`src/verilog/tcic_pkg.sv`:
```
// Package: register map, fields, reset values and timing for the capture timer
//
// Overview of operation
// [RQ1] Sixteen-bit up-counter wraps freely, one step per selected timer tick.
// [RQ2] Internal tick is clock divided by two, four or eight per clock select.
// [RQ3] Writing either counter low byte forces the count to FFFCh.
// [RQ4] Reset and every mode start the count at FFFCh, the only reload value.
// [RQ5] Both counter views read alike; alternate low byte never clears overflow.
// [RQ6] High byte read buffers low byte, held until the low byte is read.
// [RQ7] After a completed pair, a lone low byte read returns the live low byte.
// [RQ8] Overflow flag sets whenever the count passes FFFFh to 0000h.
// [RQ9] Overflow requests interrupt when enabled and unmasked, else stays pending.
// [RQ10] Overflow flag clears by status read seeing it, then main low byte access.
// [RQ11] Wait has no effect; halt freezes the count, resuming from held value.
// [RQ12] Both clock select bits high pick the external pin; edge bit picks edge.
// [RQ13] External clock events are synchronised before advancing the count.
// [RQ14] External source leaves four clock edges between active edges.
// [RQ15] Each capture channel latches the count on its selected pin edge.
// [RQ16] Capture sets its flag; shared enable and mask gate the interrupt.
// [RQ17] Capture flag clears by status read seeing it, then its low byte access.
// [RQ18] Capture high byte read blocks captures and flag until low byte read.
// [RQ19] In one-pulse or PWM mode only capture channel two captures.
// [RQ20] Capture pins always reach the capture logic, whatever their direction.
// [RQ21] Capture flag sets two to three clock cycles after the pin event; the code sets it on the fourth clock edge after the pin change.
// [RQ22] An unbonded timer input reads as logic one.
// [RQ23] Pins pass a two-stage synchroniser before edge detection.
package tcic_pkg;

  // ----------------------------------------
  // Register byte addresses
  // ----------------------------------------
  localparam logic [5:0] ADDR_CTRL_ONE  = 6'h00;
  localparam logic [5:0] ADDR_CTRL_TWO  = 6'h04;
  localparam logic [5:0] ADDR_FLAGS     = 6'h08;
  localparam logic [5:0] ADDR_CAP1_HI   = 6'h0C;
  localparam logic [5:0] ADDR_CAP1_LO   = 6'h10;
  localparam logic [5:0] ADDR_CNT_HI    = 6'h14;
  localparam logic [5:0] ADDR_CNT_LO    = 6'h18;
  localparam logic [5:0] ADDR_ALT_HI    = 6'h1C;
  localparam logic [5:0] ADDR_ALT_LO    = 6'h20;
  localparam logic [5:0] ADDR_CAP2_HI   = 6'h24;
  localparam logic [5:0] ADDR_CAP2_LO   = 6'h28;

  // ----------------------------------------
  // Control register one fields
  // ----------------------------------------
  localparam int CR1_CAP_IRQ_EN  = 7;
  localparam int CR1_OVF_IRQ_EN  = 5;
  localparam int CR1_EDGE_ONE    = 1;
  // ----------------------------------------
  // Control register two fields
  // ----------------------------------------
  localparam int CR2_ONE_PULSE   = 6;
  localparam int CR2_PWM         = 4;
  localparam int CR2_CLK_SEL_HI  = 3;
  localparam int CR2_CLK_SEL_LO  = 2;
  localparam int CR2_EDGE_TWO    = 1;
  localparam int CR2_EXT_EDGE    = 0;
  // ----------------------------------------
  // Status register fields
  // ----------------------------------------
  localparam int SR_CAP_ONE      = 7;
  localparam int SR_OVF          = 5;
  localparam int SR_CAP_TWO      = 4;

  // ----------------------------------------
  // Reset values and selects
  // ----------------------------------------
  localparam logic [15:0] COUNT_RESET   = 16'hFFFC;
  localparam logic [15:0] COUNT_TOP     = 16'hFFFF;
  localparam logic [7:0]  CTRL_RESET    = 8'h00;
  localparam logic [15:0] CAP_RESET     = 16'h0000;
  localparam logic [1:0]  CLK_SEL_DIV2  = 2'h0;
  localparam logic [1:0]  CLK_SEL_DIV4  = 2'h1;
  localparam logic [1:0]  CLK_SEL_DIV8  = 2'h2;
  localparam logic [1:0]  CLK_SEL_EXT   = 2'h3;
  localparam int          SYNC_STAGES   = 2;

  typedef enum logic [1:0] {
    BUS_IDLE,
    BUS_ACK
  } tcic_bus_type;

endpackage : tcic_pkg

```
`src/verilog/tcic_pin_if.sv`:
```
// Interface: raw pin level and synchronised edge events between top and pin stage
`timescale 1ns/1ps
`default_nettype none
interface tcic_pin_if;
  logic raw;
  logic rise;
  logic fall;
  modport stage (input raw, output rise, output fall);
  modport user  (output raw, input rise, input fall);
endinterface : tcic_pin_if
`default_nettype wire

```
`src/verilog/tcic_pin_sync.sv`:
```
// Module: two-stage pin synchroniser with edge detection
`timescale 1ns/1ps
`default_nettype none
module tcic_pin_sync (
  input  wire logic   clk_sys,
  input  wire logic   srst,
  tcic_pin_if.stage   pin
);
  typedef struct packed {
    logic [tcic_pkg::SYNC_STAGES-1:0] sync;
    logic                              last;
  } tcic_sync_type;

  tcic_sync_type st_r;
  tcic_sync_type st_nxt;

  // ----------------------------------------
  // Synchroniser and edge detect
  // ----------------------------------------
  always_comb begin
    st_nxt      = st_r;
    st_nxt.sync = {st_r.sync[0], pin.raw};                        // [RQ23]
    st_nxt.last = st_r.sync[1];
  end

  always_ff @(posedge clk_sys) begin
    if (srst) begin
      st_r <= '1;                                                 // [RQ22]
    end else begin
      st_r <= st_nxt;
    end
  end

  assign pin.rise = st_r.sync[1] & ~st_r.last;                     // [RQ23]
  assign pin.fall = ~st_r.sync[1] & st_r.last;

  a_edge_single: assert property (@(posedge clk_sys) disable iff (srst)
    pin.rise |=> !pin.rise) else $error("rise pulse lasted two cycles"); // [RQ23]
endmodule : tcic_pin_sync
`default_nettype wire

```
`src/verilog/tcic_timer.sv`:
```
// Module: sixteen-bit timer with prescaler, external clock and two captures
`timescale 1ns/1ps
`default_nettype none
module tcic_timer (
  input  wire logic        clk_sys,
  input  wire logic        srst,
  input  wire logic [5:0]  avs_address,
  input  wire logic        avs_read,
  input  wire logic        avs_write,
  input  wire logic [31:0] avs_writedata,
  output logic      [31:0] avs_readdata,
  output logic             avs_waitrequest,
  input  wire logic        capture_pin_1,
  input  wire logic        capture_pin_2,
  input  wire logic        ext_timer_clock_pin,
  input  wire logic        cpu_irq_mask,
  input  wire logic        halt_mode,
  output logic             timer_irq
);

  typedef struct packed {
    tcic_pkg::tcic_bus_type bus;
    logic [31:0]            rdata;
    logic [7:0]             ctrl_one;
    logic [7:0]             ctrl_two;
    logic [15:0]            count;
    logic [2:0]             presc;
    logic                   ovf;
    logic                   ovf_seen;
    logic                   cap1_flag;
    logic                   cap2_flag;
    logic                   cap1_seen;
    logic                   cap2_seen;
    logic                   cap1_block;
    logic                   cap2_block;
    logic [15:0]            cap1;
    logic [15:0]            cap2;
    logic [7:0]             lo_buf;
    logic                   lo_held;
    logic                   ext_pend;
    logic                   cap1_pend;
    logic                   cap2_pend;
  } tcic_state_type;

  tcic_state_type st_r;
  tcic_state_type st_nxt;

  tcic_pin_if cap1_if ();
  tcic_pin_if cap2_if ();
  tcic_pin_if ext_if ();

  // ----------------------------------------
  // Pin synchronisers
  // ----------------------------------------
  assign cap1_if.raw = capture_pin_1;                              // [RQ20]
  assign cap2_if.raw = capture_pin_2;                              // [RQ20]
  assign ext_if.raw  = ext_timer_clock_pin;

  tcic_pin_sync u_sync_cap1 (.clk_sys(clk_sys), .srst(srst), .pin(cap1_if.stage));
  tcic_pin_sync u_sync_cap2 (.clk_sys(clk_sys), .srst(srst), .pin(cap2_if.stage));
  tcic_pin_sync u_sync_ext  (.clk_sys(clk_sys), .srst(srst), .pin(ext_if.stage));

  // ----------------------------------------
  // Decoded controls
  // ----------------------------------------
  logic [1:0] clk_sel;
  logic       ext_evt;
  logic       cap1_evt;
  logic       cap2_evt;
  logic       tick;
  logic       ovf_evt;
  logic       acc;
  logic       wr;
  logic       rd;
  logic       rd_go;
  logic       pwm_or_opm;
  logic [7:0] status;

  assign clk_sel    = {st_r.ctrl_two[tcic_pkg::CR2_CLK_SEL_HI],
                       st_r.ctrl_two[tcic_pkg::CR2_CLK_SEL_LO]};
  assign pwm_or_opm = st_r.ctrl_two[tcic_pkg::CR2_ONE_PULSE] |
                      st_r.ctrl_two[tcic_pkg::CR2_PWM];
  assign ext_evt    = st_r.ctrl_two[tcic_pkg::CR2_EXT_EDGE] ? ext_if.rise
                                                             : ext_if.fall; // [RQ12]
  assign cap1_evt   = st_r.ctrl_one[tcic_pkg::CR1_EDGE_ONE] ? cap1_if.rise
                                                             : cap1_if.fall; // [RQ15]
  assign cap2_evt   = st_r.ctrl_two[tcic_pkg::CR2_EDGE_TWO] ? cap2_if.rise
                                                             : cap2_if.fall; // [RQ15]

  // Timer tick: prescaler terminal count or synchronised external edge
  always_comb begin
    case (clk_sel)                                                 // [RQ2]
      tcic_pkg::CLK_SEL_DIV2: tick = (st_r.presc[0] == 1'b1);
      tcic_pkg::CLK_SEL_DIV4: tick = (st_r.presc[1:0] == 2'h3);
      tcic_pkg::CLK_SEL_DIV8: tick = (st_r.presc == 3'h7);
      tcic_pkg::CLK_SEL_EXT:  tick = st_r.ext_pend;                // [RQ12] [RQ13]
      default:                tick = 1'b0;
    endcase
    tick = tick & ~halt_mode;                                      // [RQ11]
  end

  assign ovf_evt = tick && (st_r.count == tcic_pkg::COUNT_TOP);    // [RQ8]
  assign acc     = (st_r.bus == tcic_pkg::BUS_ACK);
  assign wr      = acc & avs_write;
  assign rd      = acc & avs_read;
  assign rd_go   = (st_r.bus == tcic_pkg::BUS_IDLE) & avs_read;

  assign status = {st_r.cap1_flag, 1'b0, st_r.ovf, st_r.cap2_flag, 4'h0};

  // ----------------------------------------
  // Next state
  // ----------------------------------------
  always_comb begin
    st_nxt           = st_r;
    st_nxt.ext_pend  = ext_evt;                                    // [RQ13]
    st_nxt.cap1_pend = cap1_evt & ~pwm_or_opm;                     // [RQ19] [RQ21]
    st_nxt.cap2_pend = cap2_evt;                                   // [RQ21]
    st_nxt.presc     = halt_mode ? st_r.presc : st_r.presc + 3'h1; // [RQ11]

    // Bus handshake: one wait cycle then acknowledge
    case (st_r.bus)
      tcic_pkg::BUS_IDLE: begin
        if (avs_read || avs_write) begin
          st_nxt.bus = tcic_pkg::BUS_ACK;
        end
      end
      tcic_pkg::BUS_ACK: begin
        st_nxt.bus = tcic_pkg::BUS_IDLE;
      end
      default: begin
        st_nxt.bus = tcic_pkg::BUS_IDLE;
      end
    endcase

    if (tick) begin
      st_nxt.count = st_r.count + 16'h0001;                        // [RQ1]
    end

    // Status snapshot arms the two-step clears
    if (rd && avs_address == tcic_pkg::ADDR_FLAGS) begin
      st_nxt.ovf_seen  = st_r.rdata[tcic_pkg::SR_OVF];
      st_nxt.cap1_seen = st_r.rdata[tcic_pkg::SR_CAP_ONE];
      st_nxt.cap2_seen = st_r.rdata[tcic_pkg::SR_CAP_TWO];
    end

    // Read data is registered as the request is taken, so it stands in the ack cycle
    st_nxt.rdata = 32'h0000_0000;
    if (acc || rd_go) begin
      case (avs_address)
        tcic_pkg::ADDR_CTRL_ONE: begin
          st_nxt.rdata[7:0] = st_r.ctrl_one;
          if (wr) begin
            st_nxt.ctrl_one = avs_writedata[7:0];
          end
        end
        tcic_pkg::ADDR_CTRL_TWO: begin
          st_nxt.rdata[7:0] = st_r.ctrl_two;
          if (wr) begin
            st_nxt.ctrl_two = avs_writedata[7:0];
          end
        end
        tcic_pkg::ADDR_FLAGS: st_nxt.rdata[7:0] = status;
        tcic_pkg::ADDR_CNT_HI, tcic_pkg::ADDR_ALT_HI: begin
          st_nxt.rdata[7:0] = st_r.count[15:8];
          if (rd_go && !st_r.lo_held) begin
            st_nxt.lo_buf  = st_r.count[7:0];                       // [RQ6]
            st_nxt.lo_held = 1'b1;
          end
        end
        tcic_pkg::ADDR_CNT_LO, tcic_pkg::ADDR_ALT_LO: begin
          st_nxt.rdata[7:0] = st_r.lo_held ? st_r.lo_buf : st_r.count[7:0]; // [RQ7]
          if (rd) begin
            st_nxt.lo_held = 1'b0;                                  // [RQ6]
          end
          if (wr) begin
            st_nxt.count   = tcic_pkg::COUNT_RESET;                 // [RQ3] [RQ4]
            st_nxt.lo_held = 1'b0;
          end
          if (acc && avs_address == tcic_pkg::ADDR_CNT_LO && st_r.ovf_seen) begin
            st_nxt.ovf      = 1'b0;                                 // [RQ10] [RQ5]
            st_nxt.ovf_seen = 1'b0;
          end
        end
        tcic_pkg::ADDR_CAP1_HI: begin
          st_nxt.rdata[7:0] = st_r.cap1[15:8];
          if (rd_go) begin
            st_nxt.cap1_block = 1'b1;                               // [RQ18]
          end
        end
        tcic_pkg::ADDR_CAP1_LO: begin
          st_nxt.rdata[7:0] = st_r.cap1[7:0];
          if (rd) begin
            st_nxt.cap1_block = 1'b0;                               // [RQ18]
          end
          if (acc && st_r.cap1_seen) begin
            st_nxt.cap1_flag = 1'b0;                                // [RQ17]
            st_nxt.cap1_seen = 1'b0;
          end
        end
        tcic_pkg::ADDR_CAP2_HI: begin
          st_nxt.rdata[7:0] = st_r.cap2[15:8];
          if (rd_go) begin
            st_nxt.cap2_block = 1'b1;                               // [RQ18]
          end
        end
        tcic_pkg::ADDR_CAP2_LO: begin
          st_nxt.rdata[7:0] = st_r.cap2[7:0];
          if (rd) begin
            st_nxt.cap2_block = 1'b0;                               // [RQ18]
          end
          if (acc && st_r.cap2_seen) begin
            st_nxt.cap2_flag = 1'b0;                                // [RQ17]
            st_nxt.cap2_seen = 1'b0;
          end
        end
        default: st_nxt.rdata = 32'h0000_0000;
      endcase
    end

    // Hardware sets win over software clears
    if (ovf_evt) begin
      st_nxt.ovf = 1'b1;                                           // [RQ8]
    end
    if (st_r.cap1_pend && !st_nxt.cap1_block) begin
      st_nxt.cap1      = st_r.count;                               // [RQ15]
      st_nxt.cap1_flag = 1'b1;                                     // [RQ16]
    end
    if (st_r.cap2_pend && !st_nxt.cap2_block) begin
      st_nxt.cap2      = st_r.count;                               // [RQ15]
      st_nxt.cap2_flag = 1'b1;                                     // [RQ16]
    end
  end

  // ----------------------------------------
  // State register
  // ----------------------------------------
  always_ff @(posedge clk_sys) begin
    if (srst) begin
      st_r          <= '0;
      st_r.bus      <= tcic_pkg::BUS_IDLE;
      st_r.count    <= tcic_pkg::COUNT_RESET;                      // [RQ4]
      st_r.ctrl_one <= tcic_pkg::CTRL_RESET;
      st_r.ctrl_two <= tcic_pkg::CTRL_RESET;
      st_r.cap1     <= tcic_pkg::CAP_RESET;
      st_r.cap2     <= tcic_pkg::CAP_RESET;
    end else begin
      st_r <= st_nxt;
    end
  end

  // ----------------------------------------
  // Outputs
  // ----------------------------------------
  assign avs_readdata    = st_r.rdata;
  assign avs_waitrequest = (avs_read | avs_write) & ~acc;
  assign timer_irq       = ~cpu_irq_mask & (                        // [RQ9] [RQ16]
                           (st_r.ovf & st_r.ctrl_one[tcic_pkg::CR1_OVF_IRQ_EN]) |
                           ((st_r.cap1_flag | st_r.cap2_flag) &
                            st_r.ctrl_one[tcic_pkg::CR1_CAP_IRQ_EN]));

  // ----------------------------------------
  // Assertions
  // ----------------------------------------
  a_count_wrap: assert property (@(posedge clk_sys) disable iff (srst)
    ovf_evt |=> (st_r.count == 16'h0000) && st_r.ovf)               // [RQ8]
    else $error("overflow did not wrap and flag");
  a_count_step: assert property (@(posedge clk_sys) disable iff (srst)
    (tick && !wr) |=> st_r.count == $past(st_r.count) + 16'h0001)     // [RQ1]
    else $error("count did not advance on tick");
  a_div_two: assert property (@(posedge clk_sys) disable iff (srst)
    (clk_sel == tcic_pkg::CLK_SEL_DIV2 && !halt_mode && tick) |=> !tick) // [RQ2]
    else $error("divide by two ticked twice");
  a_low_write: assert property (@(posedge clk_sys) disable iff (srst)
    (wr && avs_address == tcic_pkg::ADDR_ALT_LO) |=> st_r.count == 16'hFFFC) // [RQ3]
    else $error("low write did not reload");
  a_alt_keeps: assert property (@(posedge clk_sys) disable iff (srst)
    (acc && avs_address == tcic_pkg::ADDR_ALT_LO && st_r.ovf) |=> st_r.ovf) // [RQ5]
    else $error("alternate low access cleared overflow");
  a_halt_hold: assert property (@(posedge clk_sys) disable iff (srst)
    (halt_mode && !wr) |=> $stable(st_r.count))                     // [RQ11]
    else $error("count moved in halt");
  a_cap_block: assert property (@(posedge clk_sys) disable iff (srst)
    (st_r.cap1_block && !st_r.cap1_flag && !rd) |=> !st_r.cap1_flag) // [RQ18]
    else $error("blocked capture set flag");
  a_cap_delay: assert property (@(posedge clk_sys) disable iff (srst)
    (cap2_evt && !st_r.cap2_block && !avs_read && !avs_write) ##1 !avs_read
    |=> st_r.cap2_flag)                                              // [RQ21]
    else $error("capture flag not set in time");
  a_opm_cap: assert property (@(posedge clk_sys) disable iff (srst)
    (pwm_or_opm && $stable(pwm_or_opm) && !st_r.cap1_flag) |=> !st_r.cap1_flag) // [RQ19]
    else $error("channel one captured in pulse mode");
  a_irq_mask: assert property (@(posedge clk_sys) disable iff (srst)
    cpu_irq_mask |-> !timer_irq)                                    // [RQ9]
    else $error("interrupt passed mask");
  a_ovf_keep: assert property (@(posedge clk_sys) disable iff (srst) // [RQ10]
    (st_r.ovf && !(acc && avs_address == tcic_pkg::ADDR_CNT_LO)) |=> st_r.ovf)
    else $error("overflow cleared without low access");
  a_one_wait: assert property (@(posedge clk_sys) disable iff (srst)
    (st_r.bus == tcic_pkg::BUS_IDLE && (avs_read || avs_write)) |=> acc)
    else $error("request not acknowledged after one wait");

  c_overflow: cover property (@(posedge clk_sys) disable iff (srst) ovf_evt);
  c_capture:  cover property (@(posedge clk_sys) disable iff (srst)
    st_r.cap2_pend && !st_r.cap2_block);
  c_ext_tick: cover property (@(posedge clk_sys) disable iff (srst)
    clk_sel == tcic_pkg::CLK_SEL_EXT && tick);
  c_hi_lo:    cover property (@(posedge clk_sys) disable iff (srst)
    rd && avs_address == tcic_pkg::ADDR_CNT_LO && st_r.lo_held);

endmodule : tcic_timer
`default_nettype wire
```
`config.mk`:
```
export PLATFORM = sky130hd
export DESIGN_NAME = tcic_timer
export DESIGN_NICKNAME = d
export VERILOG_FILES = /design/src/verilog/tcic_pkg.sv /design/src/verilog/tcic_pin_if.sv /design/src/verilog/tcic_pin_sync.sv /design/src/verilog/tcic_timer.sv
export SDC_FILE = /design/constraint.sdc
export NUM_CORES = 1
export LEC_CHECK = 0
export ABC_AREA = 1
export BUFFER_PORTS_ARGS = -buffer_cell sky130_fd_sc_hd__buf_2
export CORE_AREA = 2 2 107 109
export DETAILED_ROUTE_END_ITERATION = 12
export DIE_AREA = 0 0 109 111
export PLACE_DENSITY_LB_ADDON = 0.05
export SYNTH_ARGS = -nofsm -noshare
export SYNTH_HDL_FRONTEND = slang
export SYNTH_HIERARCHICAL = 1
export SYNTH_SLANG_ARGS = --single-unit
```
`constraint.sdc`:
```
create_clock -name clk_sys -period 2.12 [get_ports clk_sys]
set_input_delay 0.424 -clock clk_sys [delete_from_list [all_inputs] [get_ports clk_sys]]
set_output_delay 0.424 -clock clk_sys [all_outputs]
set_load 0.05 [all_outputs]
```
# Yosys cells after proc, flatten, opt, wreduce, memory -nomap -nowiden
# Index checks and enable logic that the tools add are counted.
# op_classes
reduce_logical	38
eq_ne	18
add_sub_neg	2
bitwise	31
n_mux	36
# op_table
cell	n
$pmux 8 s9	1
$mux 16	4
$eq 6x5->1 const B	4
$mux 1	22
$reduce_bool 2->1	10
$eq 6x6->1 const B	3
$reduce_and 3->1	6
$add 16x1->16 const B	1
$eq 16x16->1 const B	1
$mux 8	2
$and 1x1->1	15
$eq 6x4->1 const B	2
$not 1->1	12
$logic_and 1x1->1	9
$reduce_or 2->1	4
$eq 2x2->1 const B	3
$eq 6x3->1 const B	1
$logic_not 6->1	1
$mux 2	3
$pmux 1 s2	3
$logic_not 2->1	2
$or 1x1->1	4
$pmux 1 s4	1
$reduce_and 4->1	1
other kinds (7)	10
# word_totals
output_inout_bits	34
register_bits	129
wordCells	153
in_bits	47

# Logic depth before layout (Yosys ltp)
# depth
depth_word	10
mapped_depth	12
ltp_nobuf	11

# Cells and area by module
# The synthesis kept the hierarchy.
# modules_own_cells
module	cells_each	instances	area_each_um2
tcic_timer	760	1	5023.6
tcic_pin_sync	13	3	97.6

# Worst setup path before layout
# Ideal clock, no wire load.
# synth_path
path_type	input to output
start	input port cpu_irq_mask
end	output port timer_irq
arrival_time_ns	1.184
required_time_ns	1.696
path_stages	1
setup_slack_ns	0.512
path_cell_list	a21oi_1
# synth_between
elab_chain_cells	2
# synth_rtl
element	line_no	source
start, declared	tcic_timer.sv:16	input wire logic cpu_irq_mask,
$not 1->1	tcic_timer.sv:256	assign timer_irq = ~cpu_irq_mask & (
$and 1x1->1	tcic_timer.sv:256	
end, declared	tcic_timer.sv:18	output logic timer_irq
# Every way passes these cells.

# Worst setup path after layout
# layout_path
start	register st_r[52] (netlist name)
end	register st_r[55] (netlist name)
# layout_between
elab_chain_cells	7
# layout_rtl
element	line_no	source
start, declared	tcic_timer.sv:45	tcic_state_type st_r;
start signal, assigned	tcic_timer.sv:247	st_r <= st_nxt;
$eq 3x3->1 / $eq 2x2->1 (equally long branches)	tcic_timer.sv:95, tcic_timer.sv:94	
$pmux 1 s4 *	tcic_timer.sv:92	case (clk_sel)
$and 1x1->1 *	tcic_timer.sv:99	tick = tick & ~halt_mode;
$mux 16 *	tcic_timer.sv:135	if (tick) begin
$mux 16	tcic_timer.sv:175	if (wr) begin
$mux 16	tcic_timer.sv:149	case (avs_address)
$mux 16 *	tcic_timer.sv:148	if (acc || rd_go) begin
# Every way passes the cells marked *; elsewhere a longest branch is shown, timed or not.
# A chain may end at the register's enable or synchronous reset.

==> results list <==
- Number of enable flip-flop cells after synthesis: 0
* Largest cells by area after synthesis: dfxtp_1, nand2_1, nor2_1
* Number of endpoints failing setup at the final stage: 0
- The flow ran to the end, and the final reports show no timing, DRC or antenna violations.
- The synthesized design devotes to its leading area cell type 39.5% of total area.
- Between clock sinks in the finished design, the worst skew comes to 0.00595 ns.
- The floorplan step set the die height to 111 microns.
- After synthesis, flip-flops and latches occupy 39.5% of the total area.
- The number of clock buffers added by TritonCTS is 9.
* Cell taking the most area after synthesis: dfxtp_1
* HPWL reported at the end of detailed placement: 10200 microns
* Overall die width: 109 microns
* Number of violations reported at the end of detailed-routing iteration 0: 342
- The hold violation count in the final report was 0.
- Summing over every cut layer, the via total after detailed routing is 4883.
- Area overhead of the layout relative to synthesis: 9.37%
- Number of clock sinks seen by CTS: 105
* Fin crit period: 1.80 ns
* Synthesized area per cell: 6.65 sq um
- For the pin with the worst max-slew slack, the measured transition is 0.544 ns.
- Antenna viol nets, final: 0
- # rows: 39
- Top library cells by usage in the layout, fill and taps aside: nand2_1, nor2_1, inv_1
- Adding up every negative setup slack in the final design gives 0 ns.
- Clock-pin transition on the worst setup and hold timing paths: 0.07 ns
- Nature of the critical path startpoint: register
- Entering global routing, the biggest net connects 46 pins.
* Number of buffers on the longest clock path: 2
* Fillers: 1144
- Hold timing on the final database bottoms out at a slack of 0.235 ns.
* Fraction of layout instances using a drive strength above 1: 11.3%
* Overall power consumption: 4.14 mW
- Worst-skew pair later-pin latency: 0.36 ns
* Crit share post-route: 84.8%
- The number of global-route vias before repair came to 4458.
- The Yosys step of the flow raised 6 warnings.
* Critical Path, Cell by Cell: ha_1 -> ha_1 -> inv_1 -> nand2_1 -> nand3_1 -> nand2_1 -> nand2_2 -> inv_1 -> o21ai_0 -> a21oi_1
* Share of flip-flops with an asynchronous set or reset after synthesis: 0%
* Port-buffer cells: 32
* Final cell utilization of the core: 52.5%
- The initial antenna violation count was 0.
* H-tree lvl count: 3
- Largest stage delay on the critical path: 0.34 ns
* CP max FO: 12
* Synthesized area: 5320 sq um
- Based on the critical path, the design can be clocked at up to 0.556 GHz.
* Most common cell after layout, fill and taps aside: nand2_1
* RSZ-0062 raised after global routing: no
* Count of mapped cells out of synthesis: 799
- Measured against its own limit, the worst slew margin works out to 63.7%.
* CTS Root Cell: clkbuf_16
* Slowest stage cell, crit path: dfxtp_1
- Dividing the detail-routed wire length by the instance count gives 14.1 microns.
- Post-route DRC: 0
- In this run the static leakage power is 2.86 nW.
- Final Routed Wirelength: 13700 microns
- Type of destination of the critical path: register
* Worst hold path class: input pin to register
- Across the VDD grid, the largest voltage drop is 0.478 mV.
- At the worst endpoint, the required time is 2.35 ns.
- Core box area: 11100 sq um
* Power density over the cells: 712 nW/um^2
- The first global-routing pass estimated 22400 microns of wire.
* Diodes inserted: 0
* Number of distinct library cell variants in the gate-level netlist after synthesis: 31
- The count of final max-slew check failures is 0.
- Overall routing resource usage: 24.2%
* Initial standard-cell utilization of the core: 48.0%
- After detailed routing, the number of vias per cell comes to 5.02.
* Nets@finish: 876
- The tool flagged a number of max-cap violations equal to 0.
- Classification of the worst setup path: register to register
- 81 I/O pins were placed.
* Global route overflow: 0
- Routability cong.: 0.880
* Pre-Repair DR Iteration Count: 5
- Data on the critical path arrives at its endpoint at 2.03 ns.
* Count of state elements after synthesis: 105
* Most frequently used flop master after synthesis: dfxtp_1
* Setup Fix Bufs, Post-CTS: 0
- Area of the die: 12100 sq um
- TritonCTS built the clock tree.
## path summary, 6_finish.rpt
kind / startpoint / end / slack [ns] / cells past startpoint
worst max-delay path: st_r[52] / st_r[55] / 0.32 / 10
worst max register to register: st_r[52] / st_r[55] / 0.32 / 10
worst min-delay path: ext_timer_clock_pin / u_sync_ext/st_nxt[2] / 0.24 / 3
worst min register to register: u_sync_ext/st_nxt[2] / u_sync_ext/st_nxt[0] / 0.41 / 2
## report_power, final
part | switching (mW) | internal, mW | leakage, nW
Sequential | 0.0385 | 2.02 | 0.853
Clock | 0.749 | 0.908 | 0.131
Combinational | 0.313 | 0.106 | 1.87
Total | 1.10 | 3.04 | 2.86
## through the flow
stage	std cells	cell area, sq um	setup slack [ns]
2_1_floorplan	822	5400	0.512
3_5_place_dp	958	5530	0.154
5_1_grt	973	5810	0.116
4_1_cts	973	5810	0.172
6_report	973	5810	0.322
3_3_place_gp	958	5530	0.190
## cell usage after synthesis, types with 5 or more instances
master / instances
a21oi_1: 33
buf_2: 7
buf_4: 34
clkbuf_1: 11
dfxtp_1: 105
inv_1: 114
inv_2: 5
nand2_1: 181
nand2_2: 12
nand3_1: 50
nand4_1: 23
nor2_1: 130
nor3_1: 5
o21ai_0: 51
xor2_1: 5
## area by class of cell
cell class                 instances  area (sq um)  area share (%)
multi-input combinational        542          2490            42.8
clock inverter                     5          57.6           0.990
sequential                       105          2100            36.2
timing repair buffer              49           313            5.38
inverter                         119           447            7.68
clock buffer                      10           229            3.94
tap                              143           179            3.08
## worst max-delay path, delay by kind of cell, from the launching register on
family / cells / cell delay, ns
adders and majority gates: 2 / 0.42
buffers and inverters: 2 / 0.29
AOI/OAI and AO/OA: 2 / 0.26
DFF: 1 / 0.34
and+or+nand+nor: 4 / 0.37
## metal layers
metal  share of wire [%]  vias up  global-route usage, %
li1                    -     2491                      -
met1                  48     2233                   34.1
met2                  44      133                   36.1
met3                 5.2       26                   3.94
met4                 2.7        0                   10.7
met5                   0        -                      0
## state kept, by name, summed over array words and instances (netlist names)
register,cells
avs_readdata,8
u_sync_cap2/st_nxt,2
u_sync_ext/st_nxt,2
u_sync_cap1/st_nxt,2
st_r,86
u_sync_cap1/st_r,1
clk_sel,2
u_sync_cap2/st_r,1
u_sync_ext/st_r,1
## logic make-up (layout without fill, tap and decap cells)
group,after synthesis,after routing,share of synthesized area [%]
and+or+nand+nor,415,415,33.9
buffers and inverters,175,183,15.3
DFF,105,105,39.5
AOI/OAI and AO/OA,94,94,9.41
xor gates and xnor gates,5,5,0.824
adders and majority gates,3,3,0.706
other,1,24,0.0705
muxes,1,1,0.188
## repair_timing
item | in CTS | in global routing
endpoints found under the setup margin | 0 | 2
resized for setup | 0 | 1
hold buffers | 0 | 0
(Power assumes the default switching activity.)
